## src/seq_pkg.sv

```systemverilog
// constants, state codes and timing counts of the regulator mode sequencer
package seq_pkg;
   // ---------------------------------------------------------------
   // clock and timing
   // ---------------------------------------------------------------
   localparam int CLK_PERIOD_NS   = 100;
   localparam int CLK_HZ          = 10_000_000;
   localparam int RESET_DELAY_MS  = 100;
   localparam int WAKE_PULSE_US   = 60;
   localparam int RESET_FILTER_NS = 7500;
   localparam int RESET_DELAY_CYC = RESET_DELAY_MS * (CLK_HZ / 1000);
   localparam int WAKE_PULSE_CYC  = (WAKE_PULSE_US * 1000 + CLK_PERIOD_NS - 1) / CLK_PERIOD_NS;
   localparam int RESET_FILTER_CYC = (RESET_FILTER_NS + CLK_PERIOD_NS - 1) / CLK_PERIOD_NS;
   localparam int CNT_W           = 20;
   typedef logic [CNT_W-1:0] count_t;
   localparam count_t CNT_ZERO    = 20'h00000;
   localparam count_t CNT_ONE     = 20'h00001;

   // ---------------------------------------------------------------
   // sampled input vector layout
   // ---------------------------------------------------------------
   localparam int FLAG_W          = 9;
   localparam int F_MODE          = 0;
   localparam int F_BUS           = 1;
   localparam int F_TX            = 2;
   localparam int F_SUP_LOW       = 3;
   localparam int F_SUP_OK        = 4;
   localparam int F_OUT_MRES      = 5;
   localparam int F_OUT_RES       = 6;
   localparam int F_OVER_TEMP     = 7;
   localparam int F_RECOVERED     = 8;
   localparam logic [FLAG_W-1:0] FLAGS_RESET = 9'h000;

   // ---------------------------------------------------------------
   // operating states
   // ---------------------------------------------------------------
   typedef enum logic [2:0] {
      ST_POR    = 3'h0,
      ST_INI    = 3'h1,
      ST_NORMAL = 3'h2,
      ST_SLEEP  = 3'h3,
      ST_TSD    = 3'h4
   } op_state_e;
endpackage

```

## src/timer_if.sv

```systemverilog
// control and status of one delay counter
`timescale 1ns/1ps
interface timer_if;
   logic clear;
   logic done;
   modport owner   (output clear, input done);
   modport counter (input clear, output done);
endinterface

```

## src/delay_timer.sv

```systemverilog
// saturating cycle counter that flags when its limit is reached
`timescale 1ns/1ps
module delay_timer #(
   parameter seq_pkg::count_t LIMIT = seq_pkg::CNT_ONE
) (
   input wire logic clk,
   input wire logic rst,
   timer_if.counter tmr
);
   seq_pkg::count_t count_reg;
   seq_pkg::count_t count_next;

   always_comb begin
      count_next = count_reg;
      if (tmr.clear) begin
         count_next = seq_pkg::CNT_ZERO;
      end else if (count_reg != LIMIT) begin
         count_next = count_reg + seq_pkg::CNT_ONE;
      end
   end

   always_ff @(posedge clk) begin
      if (rst) begin
         count_reg <= seq_pkg::CNT_ZERO;
      end else begin
         count_reg <= count_next;
      end
   end

   assign tmr.done = (count_reg == LIMIT) && !tmr.clear;
endmodule

```

## src/regulator_mode_sequencer.sv

```systemverilog
// mode and power sequencing of the regulator and bus transceiver
`timescale 1ns/1ps
// What this block does
// - two stable modes and three transient states, transients from analogue events and from wakes in sleep
// - normal mode entered on power-up, local wake or qualified bus wake
// - mode pin falling edge in normal enters sleep, regulator off, bus recessive
// - sleep entry forces transmitter recessive immediately, never waits
// - leaving power-on reset after sleep passes initial hold into normal
// - initial hold kept while output below reset threshold, reset output low
// - over-temperature enters shutdown, transceiver off, all wakes ignored
// - recovery temperature leaves shutdown back to prior sleep, otherwise to initial hold and then normal
// - power-up goes through reset and hold into normal, ignoring mode pin
// - slow supply ramp starts regulator once supply passes release level
// - regulator starts after reset, bus enabled once output passes master threshold
// - output above reset threshold starts 100 ms delay before reset output rises
// - sleep wake re-initialises output domain in the power-up order
// - in sleep any bus level held 60 us after a bus edge turns regulator on
// - after bus wake, sleep needs mode pin high then low
// - supply under assert level in hold, sleep or shutdown enters power-on reset until release level
// - undervoltage in sleep leaves sleep, recovery continues into normal
// - initialisation on supply switch-on and on a mode pin rising edge in sleep
// - in normal mode low supply leaves regulator enabled
// - output dip below reset threshold drops reset output only after filter
// - transmit forced recessive in sleep, shutdown or master reset
module regulator_mode_sequencer #(
   parameter seq_pkg::count_t RESET_DELAY  = seq_pkg::count_t'(seq_pkg::RESET_DELAY_CYC),
   parameter seq_pkg::count_t WAKE_PULSE   = seq_pkg::count_t'(seq_pkg::WAKE_PULSE_CYC),
   parameter seq_pkg::count_t RESET_FILTER = seq_pkg::count_t'(seq_pkg::RESET_FILTER_CYC)
) (
   input  wire logic CLOCK,
   input  wire logic RST,
   input  wire logic MODE_PIN,
   input  wire logic BUS_LEVEL,
   input  wire logic TX_DATA,
   input  wire logic SUPPLY_BELOW_ASSERT,
   input  wire logic SUPPLY_ABOVE_RELEASE,
   input  wire logic OUTPUT_ABOVE_MASTER_RESET,
   input  wire logic OUTPUT_ABOVE_RESET,
   input  wire logic OVER_TEMPERATURE,
   input  wire logic BELOW_RECOVERY,
   output logic      REGULATOR_ENABLE,
   output logic      TRANSCEIVER_ENABLE,
   output logic      BUS_DOMINANT,
   output logic      RESET_OUT_N
);
   // ---------------------------------------------------------------
   // input sampling
   // ---------------------------------------------------------------
   logic [seq_pkg::FLAG_W-1:0] flags_reg;
   logic [seq_pkg::FLAG_W-1:0] flags_next;

   always_comb begin
      flags_next = {BELOW_RECOVERY, OVER_TEMPERATURE, OUTPUT_ABOVE_RESET,
                    OUTPUT_ABOVE_MASTER_RESET, SUPPLY_ABOVE_RELEASE,
                    SUPPLY_BELOW_ASSERT, TX_DATA, BUS_LEVEL, MODE_PIN};
   end

   always_ff @(posedge CLOCK) begin
      if (RST) begin
         flags_reg <= seq_pkg::FLAGS_RESET;
      end else begin
         flags_reg <= flags_next;
      end
   end

   logic mode_s;
   logic bus_s;
   logic tx_s;
   logic sup_low_s;
   logic sup_ok_s;
   logic out_mres_s;
   logic out_res_s;
   logic hot_s;
   logic cool_s;

   assign mode_s     = flags_reg[seq_pkg::F_MODE];
   assign bus_s      = flags_reg[seq_pkg::F_BUS];
   assign tx_s       = flags_reg[seq_pkg::F_TX];
   assign sup_low_s  = flags_reg[seq_pkg::F_SUP_LOW];
   assign sup_ok_s   = flags_reg[seq_pkg::F_SUP_OK];
   assign out_mres_s = flags_reg[seq_pkg::F_OUT_MRES];
   assign out_res_s  = flags_reg[seq_pkg::F_OUT_RES];
   assign hot_s      = flags_reg[seq_pkg::F_OVER_TEMP];
   assign cool_s     = flags_reg[seq_pkg::F_RECOVERED];

   // ---------------------------------------------------------------
   // delay counters
   // ---------------------------------------------------------------
   timer_if delay_t ();
   timer_if wake_t ();
   timer_if filter_t ();

   delay_timer #(.LIMIT(RESET_DELAY)) u_delay (
      .clk (CLOCK),
      .rst (RST),
      .tmr (delay_t)
   );

   delay_timer #(.LIMIT(WAKE_PULSE)) u_wake (
      .clk (CLOCK),
      .rst (RST),
      .tmr (wake_t)
   );

   delay_timer #(.LIMIT(RESET_FILTER)) u_filter (
      .clk (CLOCK),
      .rst (RST),
      .tmr (filter_t)
   );

   // ---------------------------------------------------------------
   // state decoding
   // ---------------------------------------------------------------
   // regulator runs in hold and normal
   function automatic logic powered(input seq_pkg::op_state_e s);
      return (s == seq_pkg::ST_INI) || (s == seq_pkg::ST_NORMAL);
   endfunction

   // bus interface runs in normal, in hold only above master reset
   function automatic logic bus_allowed(input seq_pkg::op_state_e s, input logic above_mres);
      return (s == seq_pkg::ST_NORMAL) || ((s == seq_pkg::ST_INI) && above_mres);
   endfunction

   function automatic logic asleep(input seq_pkg::op_state_e s);
      return s == seq_pkg::ST_SLEEP;
   endfunction

   // ---------------------------------------------------------------
   // state and history
   // ---------------------------------------------------------------
   seq_pkg::op_state_e state_reg;
   seq_pkg::op_state_e state_next;
   logic               mode_prev_reg;
   logic               mode_prev_next;
   logic               bus_prev_reg;
   logic               bus_prev_next;
   logic               was_sleep_reg;
   logic               was_sleep_next;
   logic               armed_reg;
   logic               armed_next;
   logic               mode_rise;
   logic               mode_fall;

   assign mode_rise = mode_s && !mode_prev_reg;
   assign mode_fall = !mode_s && mode_prev_reg;

   // reset delay runs only in hold with output above reset threshold
   assign delay_t.clear  = !((state_reg == seq_pkg::ST_INI) && out_res_s);
   // dip filter runs while output below reset threshold in normal
   assign filter_t.clear = !((state_reg == seq_pkg::ST_NORMAL) && !out_res_s);

   always_comb begin
      state_next     = state_reg;
      was_sleep_next = was_sleep_reg;
      armed_next     = armed_reg;
      mode_prev_next = mode_s;
      bus_prev_next  = bus_s;
      case (state_reg)
         seq_pkg::ST_POR: begin
            // mode pin is ignored here and in hold
            if (sup_ok_s && !sup_low_s) begin
               state_next = seq_pkg::ST_INI;
            end
         end
         seq_pkg::ST_INI: begin
            if (sup_low_s) begin
               state_next = seq_pkg::ST_POR;
            end else if (hot_s) begin
               state_next     = seq_pkg::ST_TSD;
               was_sleep_next = 1'b0;
            end else if (delay_t.done) begin
               state_next = seq_pkg::ST_NORMAL;
               armed_next = mode_s;
            end
         end
         seq_pkg::ST_NORMAL: begin
            if (mode_s) begin
               armed_next = 1'b1;
            end
            // undervoltage deliberately ignored here
            if (hot_s) begin
               state_next     = seq_pkg::ST_TSD;
               was_sleep_next = 1'b0;
            end else if (mode_fall && armed_reg) begin
               state_next = seq_pkg::ST_SLEEP;
            end else if (filter_t.done) begin
               state_next = seq_pkg::ST_INI;
            end
         end
         seq_pkg::ST_SLEEP: begin
            if (sup_low_s) begin
               state_next = seq_pkg::ST_POR;
            end else if (hot_s) begin
               state_next     = seq_pkg::ST_TSD;
               was_sleep_next = 1'b1;
            end else if (mode_rise) begin
               state_next = seq_pkg::ST_INI;
            end else if (wake_t.done) begin
               state_next = seq_pkg::ST_INI;
               armed_next = 1'b0;
            end
         end
         seq_pkg::ST_TSD: begin
            // wakes ignored until cooled
            if (sup_low_s) begin
               state_next = seq_pkg::ST_POR;
            end else if (cool_s) begin
               state_next = was_sleep_reg ? seq_pkg::ST_SLEEP : seq_pkg::ST_INI;
            end
         end
         default: begin
            state_next = seq_pkg::ST_POR;
         end
      endcase
   end

   always_ff @(posedge CLOCK) begin
      if (RST) begin
         state_reg     <= seq_pkg::ST_POR;
         was_sleep_reg <= 1'b0;
         armed_reg     <= 1'b0;
         mode_prev_reg <= 1'b0;
         bus_prev_reg  <= 1'b0;
      end else begin
         state_reg     <= state_next;
         was_sleep_reg <= was_sleep_next;
         armed_reg     <= armed_next;
         mode_prev_reg <= mode_prev_next;
         bus_prev_reg  <= bus_prev_next;
      end
   end

   // ---------------------------------------------------------------
   // bus wake qualification
   // ---------------------------------------------------------------
   logic pulse_seen_reg;
   logic pulse_seen_next;
   logic bus_edge;

   // a pulse starts with a bus edge seen in sleep, an idle bus never wakes
   assign bus_edge = bus_s != bus_prev_reg;

   // wake pulse counter restarts on every bus level change
   assign wake_t.clear = !asleep(state_reg) || bus_edge || !pulse_seen_reg;

   always_comb begin
      pulse_seen_next = asleep(state_reg) && (pulse_seen_reg || bus_edge);
   end

   always_ff @(posedge CLOCK) begin
      if (RST) begin
         pulse_seen_reg <= 1'b0;
      end else begin
         pulse_seen_reg <= pulse_seen_next;
      end
   end

   // ---------------------------------------------------------------
   // outputs, decoded from the next state so they change with it
   // ---------------------------------------------------------------
   logic reg_en_reg;
   logic reg_en_next;
   logic xcvr_en_reg;
   logic xcvr_en_next;
   logic dom_reg;
   logic dom_next;
   logic rst_n_reg;
   logic rst_n_next;

   always_comb begin
      reg_en_next  = powered(state_next);
      xcvr_en_next = bus_allowed(state_next, out_mres_s);
      dom_next     = xcvr_en_next && out_mres_s && !tx_s;
      rst_n_next   = (state_next == seq_pkg::ST_NORMAL);
   end

   always_ff @(posedge CLOCK) begin
      if (RST) begin
         reg_en_reg  <= 1'b0;
         xcvr_en_reg <= 1'b0;
         dom_reg     <= 1'b0;
         rst_n_reg   <= 1'b0;
      end else begin
         reg_en_reg  <= reg_en_next;
         xcvr_en_reg <= xcvr_en_next;
         dom_reg     <= dom_next;
         rst_n_reg   <= rst_n_next;
      end
   end

   assign REGULATOR_ENABLE   = reg_en_reg;
   assign TRANSCEIVER_ENABLE = xcvr_en_reg;
   assign BUS_DOMINANT       = dom_reg;
   assign RESET_OUT_N        = rst_n_reg;
endmodule

```

## config.mk

```make
export PLATFORM = sky130hd
export DESIGN_NAME = regulator_mode_sequencer
export DESIGN_NICKNAME = d
export VERILOG_FILES = /design/src/seq_pkg.sv /design/src/timer_if.sv /design/src/delay_timer.sv /design/src/regulator_mode_sequencer.sv
export SDC_FILE = /design/constraint.sdc
export NUM_CORES = 1
export LEC_CHECK = 0
export BUFFER_PORTS_ARGS = -buffer_cell sky130_fd_sc_hd__buf_2
export CAP_MARGIN = 20
export CELL_PAD_IN_SITES_DETAIL_PLACEMENT = 1
export CELL_PAD_IN_SITES_GLOBAL_PLACEMENT = 1
export CORE_MARGIN = 5
export CORE_UTILIZATION = 50
export CTS_BUF_LIST = sky130_fd_sc_hd__clkbuf_16
export CTS_CLUSTER_DIAMETER = 30
export CTS_CLUSTER_SIZE = 40
export DETAILED_ROUTE_END_ITERATION = 7
export GPL_TIMING_DRIVEN = 1
export PLACE_DENSITY_LB_ADDON = 0.25
export SYNTH_ARGS = -nofsm -noshare
export SYNTH_HDL_FRONTEND = slang
export SYNTH_SLANG_ARGS = --single-unit
```

## constraint.sdc

```tcl
create_clock -name CLOCK -period 4.5 [get_ports CLOCK]
set_clock_uncertainty 0.05 [all_clocks]
set_input_delay 0.45 -clock CLOCK [delete_from_list [all_inputs] [get_ports CLOCK]]
set_output_delay 0.45 -clock CLOCK [all_outputs]
set_load 0.03 [all_outputs]
```

==> metrics.cfg, run 1 <==
[status]
status=complete, no violations

[die]
fp.dieH_um=95.7
dieArea_um2=9160
ios=15
rows=31
initial_core_util_pct=50.9
die_w_um=95.7
core-area_um2=7210

[worst_setup_path]
cp-end-kind=flop
critPathRequiredTime_ns=4.68
cp.arrival_ns=2.78
worstPathMaxFanout=6
max_stage_delay_ns=0.54
crit_path_top_delay_cell=or4_4
worstSetupStartpointType=flop
timing_worst_setup_path_type=reg2reg
path_cells=or4_4 > nor4_2 > nand4_1 > a211o_1 > or3_4 > a2111oi_2

[clock_tree]
htree_levels=3
clock_latency_ns=0.33
clkSinkCount=81
cts_buffer_depth=2
cts_tree=done
post_cts_resized=0
cts_made_buffers=9
holdBufCountCts=0
cts-root-buf=clkbuf_16
cts_setup_buffers=0
clk_pin_slew_ns=0.06

[timing]
tightest_slew_ns=0.691
setup_tns_ns=0
fin_hold_ws_ns=0.276
fin_ws_ns=1.91
rsz0062_at_grt=false
fin_crit_sh_pct=57.6
timing.fmax_mhz=385
max_slew_margin_pct=53.9
finalHoldViolations=0
setup_viol_count_final=0
slew_violations=0
period_minus_slack_ns=2.59

[placement]
dp_slack_ns=1.91
placed_cell_area_um2=3790
hpwl_um=5240
dp.cells=521
port_buffers=14
place.gp.congestion=0.756

[synthesis]
synthCells=424
ys_types=48
synth_edf_count=0
syn_area_um2=3670
synth_area_leaders=dfxtp_1, nor2_1, xor2_1
yosys_warnings=0
synth_area_per_cell_um2=8.66
synthArstFlopShare_pct=0
synth_top_cell_by_area=dfxtp_1
synthFlopType=dfxtp_1
synth.net_count=440
yosys.area.top_type_share_pct=44.2
synth_seq_cells=81
seq_area_frac_synth_pct=44.2

[global_routing]
antenna_found_initial=0
grt_max_degree=21
grt_pass1_vias=2983
grt_overflow=0
busiest_layer=met2
grt_pass1_wl_um=13800
grt_use_total_pct=19.2
use_met2_pct=34.2
grt.met3_usage_pct=4.58
met1_usage_pct=22.5

[detailed_routing]
dr.pass1.iters=4
drc=0
vias=2968
wl_per_cell_um=15.0
drtIter0Drc=73
drt-vias-per-instance=5.54
finalWirelength_um=8020
ant_nets=0

[finish]
final_common_cell=dfxtp_1
drive_above_1_share_pct=9.61
regArea_um2=1620
final_cells=536
multi_input_area_um2=1930
fill_cells=886
final_cell_mix=dfxtp_1, nor2_1, xor2_1, nand2_1, nand3_1
area_growth_pct=11.7
antenna_cells=0
fin_area_um2=4100
nets=449

[power_and_ir_drop]
p_per_area_nw_per_um2=368
power.leakage_uw=0.00130
irDropWorstVdd_uv=193

[hold_path]
hold_class=in2reg

[flow_run]
drv_cap=0

metal layers:
metal | part of all wire [%] | routed length (µm)
met5 | 0 | 0
met4 | 1.4 | 110
met3 | 2.4 | 193
met2 | 52 | 4190
met1 | 44 | 3520
stage by stage:
stage	util (%)	power (µW)
after floorplan	-	756
after global placement	52.6	762
after detailed placement	52.6	763
after CTS	56.9	1520
after global routing	56.9	1570
final	56.9	1510
synth_stat cells (11+ instances only):
cell type / instances
dfxtp_1: 81
nor2_1: 69
xor2_1: 29
nand2_1: 23
nand3_1: 20
nand4_1: 18
xnor2_1: 18
a21oi_1: 17
nor2b_1: 14
inv_1: 13
o21ai_0: 13
clkbuf_1: 12
or3_1: 11
cell type report:
class / count / area share [%]
clock buffers: 9 / 5.49
clock inverters: 6 / 2.04
inverters: 13 / 1.19
multi-input cells: 314 / 47.0
flip-flops and latches: 81 / 39.5
well taps: 99 / 3.02
repair buffers: 14 / 1.71
path summary, 6_finish.rpt:
path / slack (ns) / from / end / cells past startpoint
hold / removal: 0.28 / BUS_LEVEL / flags_reg[1] / 2
setup / recovery: 1.91 / u_wake.count_reg[10] / BUS_DOMINANT / 6
setup reg to reg: 1.91 / u_wake.count_reg[10] / BUS_DOMINANT / 6
hold reg to reg: 0.36 / flags_reg[2] / BUS_DOMINANT / 1
logic make-up (layout without fill, tap and decap cells):
group	after synthesis	in the layout	share of synthesized area, %
compound gates	41	41	6.65
xor+xnor	47	47	11.2
fa+ha+maj	5	5	1.70
buf+inv	29	42	3.31
flops	81	81	44.2
mux	5	5	1.40
simple gates	216	216	31.6
report_power, final:
part           switching, µW  internal, µW
clock network            284           480
registers               5.44           722
logic                   9.61          9.41
critical path: cells and delay by family, from the launching register on:
kind | cells | cell delay [ns]
simple gates | 4 | 1.42
compound gates | 2 | 0.67
flops | 1 | 0.35
No activity file was read; power rests on OpenSTA's default activity.
==> run 2: changes to the inputs <==
--- a/config.mk
+++ b/config.mk
@@ -10,7 +10,7 @@
 export CELL_PAD_IN_SITES_DETAIL_PLACEMENT = 1
 export CELL_PAD_IN_SITES_GLOBAL_PLACEMENT = 1
 export CORE_MARGIN = 5
-export CORE_UTILIZATION = 50
+export CORE_UTILIZATION = 47
 export CTS_BUF_LIST = sky130_fd_sc_hd__clkbuf_16
 export CTS_CLUSTER_DIAMETER = 30
 export CTS_CLUSTER_SIZE = 40
==> constraint.sdc (replaced) <==
create_clock -name CLOCK -period 2.7 [get_ports CLOCK]
set_clock_uncertainty 0.05 [all_clocks]
set_input_delay 0.27 -clock CLOCK [delete_from_list [all_inputs] [get_ports CLOCK]]
set_output_delay 0.27 -clock CLOCK [all_outputs]
set_load 0.03 [all_outputs]
==> metrics.cfg, run 2 (synthesis gave the netlist of run 1 again) <==
[power_and_ir_drop]
seq_power_share_pct=48.5  ; was 48.2%
comb_power_share_pct=1.5  ; was 1.3%
p_per_area_nw_per_um2=603  ; was 368 nW/µm²
power_switching_uw=485  ; was 299 µW
clkPwrFrac_pct=50.0  ; was 50.5%
irDropWorstVdd_uv=348  ; was 193 µV
power.leakage_uw=0.00132  ; was 0.00130 µW
p_int_uw=2010  ; was 1210 µW
swShare_pct=19.4  ; was 19.8%

[clock_tree]
cts-root-buf=clkbuf_16  ; unchanged
clkSinkCount=81  ; unchanged
clk_pin_slew_ns=0.06  ; about the same
cts_tree=done  ; unchanged
cts_made_buffers=9  ; unchanged
cts_setup_buffers=0  ; unchanged
cts_buffer_depth=2  ; unchanged
htree_levels=3  ; unchanged
clock_latency_ns=0.33  ; about the same

[detailed_routing]
dr_wl_met2_um=3950  ; was 4190 µm
wl_per_cell_um=14.8  ; was 15.0 µm
vias=2950  ; was 2968
top_layer_used=met4  ; unchanged
drc=0  ; unchanged
finalWirelength_um=8020  ; about the same
drt-vias-per-instance=5.43  ; was 5.54
ant_nets=0  ; unchanged
met3_length_um=202  ; was 193 µm
wl_met1_um=3790  ; was 3520 µm
dr.pass1.iters=4  ; unchanged
drtIter0Drc=78  ; was 73

[finish]
drive_above_1_share_pct=10.4  ; was 9.61%
area_growth_pct=12.8  ; was 11.7%
antenna_cells=0  ; unchanged
multi_input_area_um2=1940  ; was 1930 µm²
final_common_cell=dfxtp_1  ; unchanged
nets=454  ; was 449
fill_cells=927  ; was 886
regArea_um2=1620  ; unchanged
final_cell_mix=dfxtp_1, nor2_1, xor2_1, nand2_1, nand3_1  ; unchanged

[die]
rows=32  ; was 31
ios=15  ; unchanged
dieArea_um2=9680  ; was 9160 µm²
fp.dieH_um=98.4  ; was 95.7 µm
die_w_um=98.4  ; was 95.7 µm
core-area_um2=7690  ; was 7210 µm²
initial_core_util_pct=47.8  ; was 50.9%

[timing]
slew_violations=0  ; unchanged
fin_hold_ws_ns=0.0949  ; was 0.276 ns
tightest_slew_ns=0.694  ; was 0.691 ns
setup_viol_count_final=0  ; unchanged
rsz0062_at_grt=false  ; unchanged
fin_crit_sh_pct=95.1  ; was 57.6%
timing.fmax_mhz=390  ; was 385 MHz
setup_tns_ns=0  ; unchanged
period_minus_slack_ns=2.57  ; was 2.59 ns
max_slew_margin_pct=53.7  ; was 53.9%
finalHoldViolations=0  ; unchanged

[global_routing]
antenna_found_initial=0  ; unchanged
grt_max_degree=21  ; unchanged
grt_overflow=0  ; unchanged
grt_pass1_wl_um=14100  ; was 13800 µm
grt_pass1_vias=3000  ; was 2983
grt_use_total_pct=17.4  ; was 19.2%

[placement]
port_buffers=14  ; unchanged
hpwl_um=5440  ; was 5240 µm
place.gp.congestion=0.763  ; was 0.756

[worst_setup_path]
crit_path_top_delay_cell=or4_4  ; unchanged
critPathRequiredTime_ns=2.88  ; was 4.68 ns
cp-end-kind=flop  ; unchanged
worstPathMaxFanout=6  ; unchanged
worstSetupStartpointType=flop  ; unchanged
path_cells=or4_4 > nor4_4 > nand4_1 > a211o_1 > or3_4 > a2111oi_2  ; was or4_4 > nor4_2 > nand4_1 > a211o_1 > or3_4 > a2111oi_2
cp.arrival_ns=2.75  ; was 2.78 ns
timing_worst_setup_path_type=reg2reg  ; unchanged
max_stage_delay_ns=0.56  ; was 0.54 ns

[hold_path]
hold_class=in2reg  ; unchanged

[status]
status=complete, no violations  ; unchanged

[flow_run]
drv_cap=0  ; unchanged

-- run 2: power by group through the flow --
| stage | Combinational [µW] | Clock (µW) | Sequential (µW) |
|---|---|---|---|
| 2_1_floorplan | 25.8 | 0 | 1230 |
| 3_3_place_gp | 34.9 | 0 | 1240 |
| 3_5_place_dp | 36.6 | 0 | 1240 |
| 4_1_cts | 37.3 | 1280 | 1210 |
| 5_1_grt | 41.9 | 1340 | 1210 |
| 6_report | 37.0 | 1250 | 1210 |
-- run 2: final timing paths --
path                   startpoint      endpoint  slack, ns  cells after the start
min reg2reg          flags_reg[2]  BUS_DOMINANT       0.36                      1
min          SUPPLY_ABOVE_RELEASE  flags_reg[4]       0.09                      2
max reg2reg  u_wake.count_reg[10]  BUS_DOMINANT       0.13                      6
max          u_wake.count_reg[10]  BUS_DOMINANT       0.13                      6
-- run 2: worst max-delay path, delay by kind of cell (launching register included) --
family | cells | cell delay [ns]
AO/OA/AOI/OAI | 2 | 0.67
flip-flops | 1 | 0.35
AND/OR/NAND/NOR | 4 | 1.39
-- run 2: per-stage QoR --
| step | setup slack (ns) | power [µW] | std cells | cell area, µm² | utilization (%) |
|---|---|---|---|---|---|
| finish | 0.133 | 2500 | 543 | 4140 | 53.9 |
| global route | 0.0157 | 2590 | 543 | 4140 | 53.9 |
| CTS | 0.0490 | 2530 | 543 | 4130 | 53.7 |
| detailed placement | 0.102 | 1270 | 529 | 3830 | 49.9 |
| global placement | 0.129 | 1270 | 529 | 3830 | 49.9 |
| floorplan | 0.323 | 1260 | 424 | 3670 | - |
-- run 2: what timing repair did --
item / 4_1_cts / 5_1_grt
resized for setup: 0 / 1
hold endpoints to repair: 0 / 0
hold buffers: 0 / 0
setup endpoints to repair: 0 / 1
-- run 2: area by class of cell --
cell class | count | share of cell area [%]
Multi-Input combinational cell | 314 | 46.8
Tap cell | 102 | 3.08
Inverter | 13 | 1.18
Timing Repair Buffer | 19 | 2.60
Sequential cell | 81 | 39.2
Clock inverter | 5 | 1.75
Clock buffer | 9 | 5.44
-- run 2: routing by layer --
layer | track usage, % | vias up
met5 | 0 | -
met4 | 5.36 | 0
met3 | 4.14 | 9
met2 | 28.8 | 29
met1 | 22.4 | 1427
li1 | - | 1485
==> run 3: changes to the inputs <==
--- a/config.mk
+++ b/config.mk
@@ -5,7 +5,7 @@
 export SDC_FILE = /design/constraint.sdc
 export NUM_CORES = 1
 export LEC_CHECK = 0
-export BUFFER_PORTS_ARGS = -buffer_cell sky130_fd_sc_hd__buf_2
+export BUFFER_PORTS_ARGS = -buffer_cell sky130_fd_sc_hd__buf_4
 export CAP_MARGIN = 20
 export CELL_PAD_IN_SITES_DETAIL_PLACEMENT = 1
 export CELL_PAD_IN_SITES_GLOBAL_PLACEMENT = 1
==> metrics.cfg, run 3 (synthesis gave the netlist of run 1 again) <==
[worst_setup_path]
cp-end-kind=flop  ; unchanged
worstPathMaxFanout=4  ; was 6
worstSetupStartpointType=flop  ; unchanged
cp.arrival_ns=2.74  ; was 2.75 ns
critPathRequiredTime_ns=2.88  ; about the same
timing_worst_setup_path_type=reg2reg  ; unchanged

[finish]
final_cell_mix=dfxtp_1, nor2_1, xor2_1, nand2_1, nand3_1  ; unchanged
multi_input_area_um2=1950  ; was 1940 µm²
final_common_cell=dfxtp_1  ; unchanged
nets=453  ; was 454
fill_cells=960  ; was 927
antenna_cells=0  ; unchanged
area_growth_pct=13.4  ; was 12.8%
finalCoreUtilization_pct=54.2  ; was 53.9%
fin_area_um2=4160  ; was 4140 µm²
regArea_um2=1620  ; about the same
drive_above_1_share_pct=11.1  ; was 10.4%

[placement]
placed_cell_area_um2=3860  ; was 3830 µm²
place.gp.congestion=0.792  ; was 0.763
port_buffers=14  ; unchanged
hpwl_um=5440  ; about the same

[timing]
setup_tns_ns=0  ; unchanged
fin_crit_sh_pct=94.8  ; was 95.1%
rsz0062_at_grt=false  ; unchanged
slew_violations=0  ; unchanged
timing.fmax_mhz=391  ; was 390 MHz
tightest_slew_ns=0.721  ; was 0.694 ns
setup_viol_count_final=0  ; unchanged
period_minus_slack_ns=2.56  ; was 2.57 ns
max_slew_margin_pct=52.0  ; was 53.7%
finalHoldViolations=0  ; unchanged

[detailed_routing]
wl_per_cell_um=14.6  ; was 14.8 µm
dr.pass1.iters=4  ; unchanged
finalWirelength_um=7970  ; was 8020 µm
drc=0  ; unchanged
ant_nets=0  ; unchanged
vias=2952  ; was 2950
drt-vias-per-instance=5.43  ; about the same
drtIter0Drc=33  ; was 78

[die]
die_w_um=98.4  ; unchanged
rows=32  ; unchanged
core-area_um2=7690  ; unchanged
ios=15  ; unchanged
initial_core_util_pct=47.8  ; unchanged
fp.dieH_um=98.4  ; unchanged
dieArea_um2=9680  ; unchanged

[global_routing]
grt_max_degree=21  ; unchanged
grt_use_total_pct=17.5  ; was 17.4%
antenna_found_initial=0  ; unchanged
grt_pass1_wl_um=14100  ; about the same
grt_overflow=0  ; unchanged
grt_pass1_vias=3097  ; was 3000

[flow_run]
drv_cap=0  ; unchanged

[hold_path]
hold_class=in2reg  ; unchanged

[status]
status=complete, no violations  ; unchanged

[clock_tree]
holdBufCountCts=0  ; unchanged
cts_setup_buffers=0  ; unchanged
clock_latency_ns=0.33  ; about the same
cts_made_buffers=9  ; unchanged
cts_tree=done  ; unchanged
clkSinkCount=81  ; unchanged
clk_pin_slew_ns=0.06  ; about the same
cts-root-buf=clkbuf_16  ; unchanged
cts_buffer_depth=2  ; unchanged
htree_levels=3  ; unchanged
post_cts_resized=0  ; unchanged

[power_and_ir_drop]
p_per_area_nw_per_um2=578  ; was 603 nW/µm²
power.leakage_uw=0.00133  ; was 0.00132 µW
irDropWorstVdd_uv=362  ; was 348 µV

-- run 3: critical path: stages (launching register included) --
cell and delay [ns]:
dfxtp_2 0.33, or4b_4 0.55, nor4_4 0.30, nand4_1 0.17, a211o_1 0.38, or3_4 0.35, a2111oi_2 0.34
-- run 3: per-stage QoR --
stage          hold slack, ns  setup WS (ns)  power, µW  instances
2_1_floorplan           0.348          0.323       1260        424
3_3_place_gp            0.355          0.132       1280        528
3_5_place_dp            0.374         0.0927       1280        528
4_1_cts                0.0933         0.0287       2430        544
5_1_grt                0.0966         0.0172       2490        544
6_report               0.0983          0.141       2410        544
-- run 3: routing by layer --
| metal | track usage, % | routed length [µm] |
|---|---|---|
| met3 | 3.07 | 158 |
| met4 | 6.62 | 106 |
| met1 | 21.8 | 3780 |
| met2 | 30.0 | 3920 |
| met5 | 0 | 0 |
-- run 3: worst paths after layout --
path | start | end | slack, ns | cells after the start
hold / removal | OUTPUT_ABOVE_MASTER_RESET | flags_reg[5] | 0.1 | 2
hold reg to reg | flags_reg[2] | BUS_DOMINANT | 0.38 | 1
setup / recovery | u_wake.count_reg[5] | BUS_DOMINANT | 0.14 | 6
setup reg to reg | u_wake.count_reg[5] | BUS_DOMINANT | 0.14 | 6
-- run 3: where the power goes --
| group | switching [µW] | internal (µW) | total [µW] |
|---|---|---|---|
| Combinational | 18.6 | 21.0 | 39.5 |
| Sequential | 7.77 | 1200 | 1210 |
| Clock | 456 | 699 | 1160 |
-- run 3: layout make-up --
class	instances	area share (%)
tap	102	3.07
multi-input combinational	314	46.8
timing repair buffer	18	3.25
clock inverter	7	1.32
sequential	81	39.0
inverter	13	1.17
clock buffer	9	5.41
